$ cat config.mk
export PLATFORM = sky130hd
export DESIGN_NAME = adccfg_regs
export DESIGN_NICKNAME = d
export VERILOG_FILES = /design/src/hdl/adccfg_pkg.sv /design/src/hdl/adccfg_regs.sv
export SDC_FILE = /design/constraint.sdc
export NUM_CORES = 2
export LEC_CHECK = 0
export BUFFER_PORTS_ARGS = -buffer_cell sky130_fd_sc_hd__buf_2
export CAP_MARGIN = 20
export CORE_MARGIN = 2
export CORE_UTILIZATION = 45
export CTS_BUF_LIST = sky130_fd_sc_hd__clkbuf_4
export CTS_CLUSTER_DIAMETER = 80
export CTS_CLUSTER_SIZE = 14
export DETAILED_ROUTE_END_ITERATION = 10
export PLACE_DENSITY = 0.66
export SLEW_MARGIN = 20
export SYNTH_ARGS = -nofsm -noshare
export SYNTH_HDL_FRONTEND = slang
export SYNTH_SLANG_ARGS = --single-unit
$ cat constraint.sdc
create_clock -name clk -period 3.71 [get_ports clk]
set_clock_uncertainty 0.05 [all_clocks]
set_input_delay 0.9275 -clock clk [delete_from_list [all_inputs] [get_ports clk]]
set_output_delay 0.9275 -clock clk [all_outputs]
set_load 0.01 [all_outputs]
$ cat src/hdl/adccfg_pkg.sv
package adccfg_pkg;
    localparam logic [7:0] PHASE_DELAY_OFFSET = 8'h45;
    localparam logic [7:0] FRONTEND_OFFSET = 8'h46;
    localparam logic [7:0] PHASE_DELAY_RESET = 8'h00;
    localparam logic [7:0] FRONTEND_RESET = 8'h10;
    localparam int KIND_BIT = 7;
    localparam int SOURCE_LSB = 5;
    localparam int COUPLING_BIT = 4;
    localparam int SWING_BIT = 3;
    localparam int AMP_LSB = 1;
    localparam int AUTOGAIN_BIT = 0;
    localparam int DELAY_DEPTH = 256;
    localparam logic [1:0] AMP_HIGH_SNR = 2'h0;
    localparam logic [1:0] AMP_FORBIDDEN = 2'h1;
    localparam logic [1:0] AMP_HIGH_CMRR = 2'h2;
    localparam logic [1:0] SOURCE_DIFF = 2'h0;
    localparam logic [1:0] SOURCE_SINGLE = 2'h1;

    typedef struct packed {
        logic write;
        logic read;
        logic [7:0] addr;
        logic [7:0] wdata;
    } adccfg_req_t;

    typedef struct packed {
        logic thirdChannelInputKind;
        logic [1:0] thirdChannelSourceSelect;
        logic thirdChannelCouplingSelect;
        logic thirdChannelSwingRange;
        logic [1:0] thirdChannelAmpOptimisation;
        logic thirdChannelAutogainEnable;
    } adccfg_frontend_t;
endpackage : adccfg_pkg

$ cat src/hdl/adccfg_regs.sv
`timescale 1ns/1ps
module adccfg_regs (
    input wire logic clk,
    input wire logic nrst,
    input wire logic clkEn,
    input wire adccfg_pkg::adccfg_req_t req,
    output logic [7:0] rdata,
    output logic rvalid,
    input wire logic modEn,
    input wire logic [15:0] secondChannelIn,
    output logic [15:0] secondChannelOut,
    output adccfg_pkg::adccfg_frontend_t frontend,
    output logic autogainActive
);
    ////////////////////////////////////////////////////////////////////////
    // Register state
    logic [7:0] secondChannelPhaseDelay;
    logic [7:0] frontendCfg;
    logic [7:0] next_secondChannelPhaseDelay;
    logic [7:0] next_frontendCfg;
    logic [7:0] next_rdata;
    logic next_rvalid;

    always_comb begin
        next_secondChannelPhaseDelay = secondChannelPhaseDelay;
        next_frontendCfg = frontendCfg;
        next_rdata = rdata;
        next_rvalid = 1'b0;
        if (req.write && req.addr == adccfg_pkg::PHASE_DELAY_OFFSET) begin
            next_secondChannelPhaseDelay = req.wdata;
        end
        if (req.write && req.addr == adccfg_pkg::FRONTEND_OFFSET) begin
            next_frontendCfg = req.wdata;
        end
        if (req.read) begin
            next_rvalid = 1'b1;
            unique case (req.addr)
                adccfg_pkg::PHASE_DELAY_OFFSET: next_rdata = secondChannelPhaseDelay;
                adccfg_pkg::FRONTEND_OFFSET: next_rdata = frontendCfg;
                default: next_rdata = 8'h00;
            endcase
        end
    end

    always_ff @(posedge clk) begin
        if (!nrst) begin
            secondChannelPhaseDelay <= adccfg_pkg::PHASE_DELAY_RESET;
            frontendCfg <= adccfg_pkg::FRONTEND_RESET;
            rdata <= 8'h00;
            rvalid <= 1'b0;
        end else if (clkEn) begin
            secondChannelPhaseDelay <= next_secondChannelPhaseDelay;
            frontendCfg <= next_frontendCfg;
            rdata <= next_rdata;
            rvalid <= next_rvalid;
        end
    end

    ////////////////////////////////////////////////////////////////////////
    // Front-end field decode
    adccfg_pkg::adccfg_frontend_t next_frontend;
    logic next_autogainActive;

    always_comb begin
        next_frontend.thirdChannelInputKind = frontendCfg[adccfg_pkg::KIND_BIT];
        next_frontend.thirdChannelSourceSelect =
            frontendCfg[adccfg_pkg::SOURCE_LSB +: 2];
        next_frontend.thirdChannelCouplingSelect = frontendCfg[adccfg_pkg::COUPLING_BIT];
        next_frontend.thirdChannelSwingRange = frontendCfg[adccfg_pkg::SWING_BIT];
        next_frontend.thirdChannelAmpOptimisation = frontendCfg[adccfg_pkg::AMP_LSB +: 2];
        next_frontend.thirdChannelAutogainEnable = frontendCfg[adccfg_pkg::AUTOGAIN_BIT];
        // Autogain runs only when enabled; active is the enable bit of the front-end register
        next_autogainActive = frontendCfg[adccfg_pkg::AUTOGAIN_BIT];
    end

    always_ff @(posedge clk) begin
        if (!nrst) begin
            frontend <= adccfg_pkg::adccfg_frontend_t'(adccfg_pkg::FRONTEND_RESET);
            autogainActive <= 1'b0;
        end else if (clkEn) begin
            frontend <= next_frontend;
            autogainActive <= next_autogainActive;
        end
    end

    ////////////////////////////////////////////////////////////////////////
    // Phase-calibration delay line, one step per modulator strobe
    logic [15:0] delayMem [adccfg_pkg::DELAY_DEPTH];
    logic [7:0] wrPtr;
    logic [7:0] next_wrPtr;
    logic [7:0] rdPtr;
    logic [15:0] next_secondChannelOut;

    always_comb begin
        next_wrPtr = wrPtr;
        next_secondChannelOut = secondChannelOut;
        rdPtr = 8'(wrPtr - secondChannelPhaseDelay);
        if (modEn) begin
            next_wrPtr = 8'(wrPtr + 8'h01);
            if (secondChannelPhaseDelay == 8'h00) begin
                next_secondChannelOut = secondChannelIn;
            end else begin
                next_secondChannelOut = delayMem[rdPtr];
            end
        end
    end

    always_ff @(posedge clk) begin
        if (clkEn && modEn) begin
            delayMem[wrPtr] <= secondChannelIn;
        end
    end

    always_ff @(posedge clk) begin
        if (!nrst) begin
            wrPtr <= 8'h00;
            secondChannelOut <= 16'h0000;
        end else if (clkEn) begin
            wrPtr <= next_wrPtr;
            secondChannelOut <= next_secondChannelOut;
        end
    end
endmodule : adccfg_regs

# After elaboration in Yosys (flattened, before gate mapping)
# Memory sizes are Yosys's and may differ from the RTL's. A register that Yosys moved wholly into a read port is not among the register bits.
# Cells that the tools add are included.
dict set report classes {
  magnitude_cmp 0
  n_div 0
  shift 0
  n_mux 4
  n_bitwise 0
  n_addsub 2
  eq_ne 2
  n_reduce_logical 8
  mul 0
}
# operator count
set op_table {}
lappend op_table {{$eq A8 B7 Y1 const B} 2}
lappend op_table {{$pmux W8 S2} 1}
lappend op_table {{$add A8 B1 Y8 const B} 1}
lappend op_table {{$reduce_and A2 Y1} 4}
lappend op_table {{$sub A8 B8 Y8} 1}
lappend op_table {{$logic_and A1 B1 Y1} 3}
lappend op_table {{$mux W1} 3}
lappend op_table {{$logic_not A1 Y1} 1}
dict set report totals {
  romBits 0
  input_bits 38
  memories 1
  out_inout_bits 34
  regBits 41
  latch_bits 0
  ramBits 4096
  wordCells 28
}
# name words width rd rd_clocked_by_memory_dff write_ports line_no
set memory_table {}
lappend memory_table {delayMem 256 16 1 1 1 adccfg_regs.sv:88} ;# logic [15:0] delayMem [adccfg_pkg::DELAY_DEPTH];

# Depth between registers and ports, before layout
dict set report depth {
  depth_word 3
  depth_mapped 16
  mapped_depth_nobuf 12
}

# Worst setup path before layout
# OpenSTA, ideal clock, no wires.
dict set report synth_timing {
  kind {flip-flop to flip-flop}
  start {reg wrPtr[0]}
  end {reg secondChannelOut[4] (read register of delayMem)}
  path_buffers 5
  slack_ps 63
  arrival_ps 3480
  stages_incl_launch_ff 15
  synth_period_minus_slack_ps 3647
  required_ps 3543
  setup_ps 117
  path_cell_list {dfxtp_1 > inv_1 > ha_1 > fa_1 > buf_2 > buf_2 > buf_1 > clkbuf_1 > clkbuf_1 > mux4_2 > nand2_1 > nand3_1 > o2111ai_1 > o2111ai_1 > a32o_1}
}
dict set report synth_between {
  elab_chain_cells 1
}
# element line_no
set synth_lines {}
lappend synth_lines {{start: declaration} adccfg_regs.sv:89} ;# logic [7:0] wrPtr;
lappend synth_lines {{start signal: assignment} adccfg_regs.sv:119} ;# wrPtr <= next_wrPtr;
lappend synth_lines {{$sub A8 B8 Y8} adccfg_regs.sv:97} ;# rdPtr = 8'(wrPtr - secondChannelPhaseDelay);
lappend synth_lines {{end: declaration} adccfg_regs.sv:11} ;# output logic [15:0] secondChannelOut,
# No other way between the ends.
# A chain may end at the register's enable or synchronous reset.

# Worst setup path after layout
dict set report layout_timing {
  start {reg wrPtr[0]}
  end {reg secondChannelOut[11] (read register of delayMem)}
}
# The elaborated chain is that of the path after synthesis.

==> reports/results.tsv <==
metric	value	unit
CTS buffer count	335	
Vias	83400	
fin crit share	1.07	
share of cells above drive strength 1	0.347	
Slowest-stage cell, CP	fa_4	
initial antenna violation count	27	
Pre-Repair DR Iteration Count	8	
worst path bufs/invs	6	
routed wire length	445	mm
ANT nets after route	0	
CP max FO	8	
PortBufs	71	
chip height	601	um
die footprint	361000	um^2
CTS Buffer Depth	4	
max-slew violation count	0	
DPL Wire Length	279	mm
num rows	219	
Fin. Hold Viols	0	
Top FF cell, synth	edfxtp_1	
initial drt markers	12800	
Top Ports	72	
Starting Density	0.451	
Syn. warnings	0	
Hold WC Path Type	input port to flip-flop	
cell area after synthesis	160000	um^2
status	complete, but fails checks	
first-pass GRT wire length	626	mm
P per Cell Area	422	nW/um^2
max-cap check violation count	0	
failing checks	setup timing	
final cell count without fillers	13500	
H-tree level count	5	
Seq cells post-synth	4153	
Slew @ Worst Pin	1.17	ns
Final Setup Violations	16	
Synth Area per Inst	21.5	um^2
vias in the first global route	82400	
Clk pin slew, worst setup/hold paths	0.16	ns
CP top delay family	adder cells	
area grow syn2layout	13.6	%
syn nets	7517	
Chip Width	601	um
routed len/inst	32.9	um
CTS Sinks	4153	
Max VDD drop	0.345	mV
max incr delay on CP	0.79	ns
leak pwr	0.0589	uW
Rel. slew slack	0.223	
Placed Instances	12900	
CP Capture Type	flip-flop	
total power	76800	uW
Cell variety after synth	71	
unrepaired setup endpoints after global routing	true	
Critical Path RT	5.10	ns
Post-synth EDFFs	4096	
total grt overflow	0	
post-route setup slack	-0.269	ns
drt drc	0	
GRT Total Usage	0.243	
WS Path Type	flip-flop to flip-flop	
Seq/Total Area, Yosys	0.775	
Vias/cell	6.17	
CP most frequent cell	buf_12	
pin count of the biggest net entering global routing	120	
nets	8713	
Critical Path Source Type	flip-flop	
Syn Inst Count	7466	
crit path DAT	5.37	ns
FMAX	0.251	GHz
Tmin final	3.98	ns
setup TNS	-3.08	ns
GPL Wtd Cong	0.935	
CTS root buf	clkbuf_4	
Critical Path, Cell by Cell	inv_2 > ha_4 > fa_4 > buf_12 > buf_16 > buf_12 > buf_12 > buf_2 > mux4_2 > and3_1 > a31oi_1 > nand4_1 > nand4_1 > a21oi_2 > a32o_1	
CTS tree	built	
core area	355000	um^2
worst skew pair latency	1.55	ns
async set or reset register ratio after synthesis	0	
==> metal layers <==
metal | share of wire | global-route usage | up-vias
met5 | 0.00059 | 0 | -
met4 | 0.042 | 0.0846 | 14
met3 | 0.11 | 0.0536 | 809
met2 | 0.47 | 0.381 | 4917
met1 | 0.38 | 0.338 | 44300
li1 | - | - | 33300
==> sequential cells by signal (all words and copies together), names as in the netlist <==
| signal | cells |
|---|---|
| rdata | 8 |
| wrPtr | 8 |
| secondChannelOut | 16 |
| autogainActive | 1 |
| frontend | 7 |
| secondChannelPhaseDelay | 8 |
| delayMem | 4096 |
| frontendCfg | 8 |
| rvalid | 1 |
==> through the flow <==
step,setup slack (ns),hold slack [ns],instance area [um^2],util
after floorplan,0.0628,0.415,160000,-
after global placement,-0.933,0.395,175000,0.493
after detailed placement,-0.891,0.397,175000,0.493
after CTS,-0.344,0.0288,181000,0.509
after global routing,-0.316,0.108,182000,0.513
final,-0.269,0.177,182000,0.513
==> final timing paths <==
kind                               startpoint  depth (start not counted)  slack, ns                                 to
max reg2reg             wrPtr[0]$_SDFFE_PN0P_                         15      -0.27  secondChannelOut[11]$_SDFFE_PN0P_
min reg2reg  secondChannelOut[1]$_SDFFE_PN0P_                          2       0.42   secondChannelOut[1]$_SDFFE_PN0P_
min                                   req[11]                          7       0.18              rdata[0]$_SDFFE_PN0P_
max                     wrPtr[0]$_SDFFE_PN0P_                         15      -0.27  secondChannelOut[11]$_SDFFE_PN0P_
==> final cells by class <==
cell class | instances | area (um^2)
fillers | 27700 | 173000
inverters | 11 | 41.3
multi-input cells | 2855 | 35500
repair buffers | 1306 | 13000
clock inverters | 24 | 327
clock buffers | 404 | 3030
flip-flops and latches | 4153 | 124000
well taps | 4751 | 5940
diodes | 18 | 45.0
==> layout by cell type, fill, tap and decap left out, drive strengths merged, types with 57 or more instances in the layout <==
cell,netlist,final
edfxtp,4096,4096
buf,213,1247
mux4,1102,1102
nand2,586,586
clkbuf,234,413
nor2,291,291
nand3,261,261
mux2i,85,85
nand4,71,71
a31oi,66,66
dfxtp,57,57
==> cells in the mapped netlist, types with 11 or more instances <==
cell      number  area share
a21oi_1       36      0.0011
a22oi_1       13     0.00061
a31oi_1       66      0.0026
a32o_1        22      0.0014
a32oi_1       24      0.0013
and2_1        14     0.00055
and3_1        41      0.0016
buf_1         44      0.0010
buf_2        154      0.0048
buf_4         14     0.00066
clkbuf_1     233      0.0055
dfxtp_1       57      0.0071
edfxtp_1    4096        0.77
ha_1          12     0.00094
inv_1         11     0.00026
mux2i_1       85      0.0053
mux4_2      1102        0.15
nand2_1      586       0.014
nand3_1      261      0.0082
nand4_1       71      0.0028
nor2_1       290      0.0068
nor2b_1       31      0.0012
o21ai_0       41      0.0013
o22ai_1       14     0.00055
xnor2_1       12     0.00066
==> timing repair <==
item                       4_1_cts  5_1_grt
pin swaps                       46       53
hold endpoints to repair      1238        0
gates cloned                    10        7
setup endpoints to repair       16       16
gates resized for setup        216      125
buffers inserted                61       62
hold buffers                    46        0
==> where the power goes <==
group / internal [uW] / switching, uW / leakage (uW) / total (uW)
combinational: 2600 / 3320 / 0.0196 / 5920
clock: 5570 / 13800 / 0.00203 / 19400
sequential: 51500 / 38.9 / 0.0373 / 51500
==> cells by family after synthesis <==
family / Yosys count / share of synthesized area
flops: 4153 / 0.775
buf+inv: 458 / 0.0123
mux: 1189 / 0.160
simple gates: 1333 / 0.0365
fa+ha+maj: 13 / 0.00106
compound gates: 298 / 0.0132
xor+xnor: 22 / 0.00160
==> tightest hold or removal path, cell delays in order <==
cell      delay, ns
buf_2          0.07
nand3b_1       0.12
nor3b_1        0.06
buf_4          0.16
a22oi_1        0.18
nand2_1        0.07
o211a_1        0.11
Power figures use the tool's default switching activity.
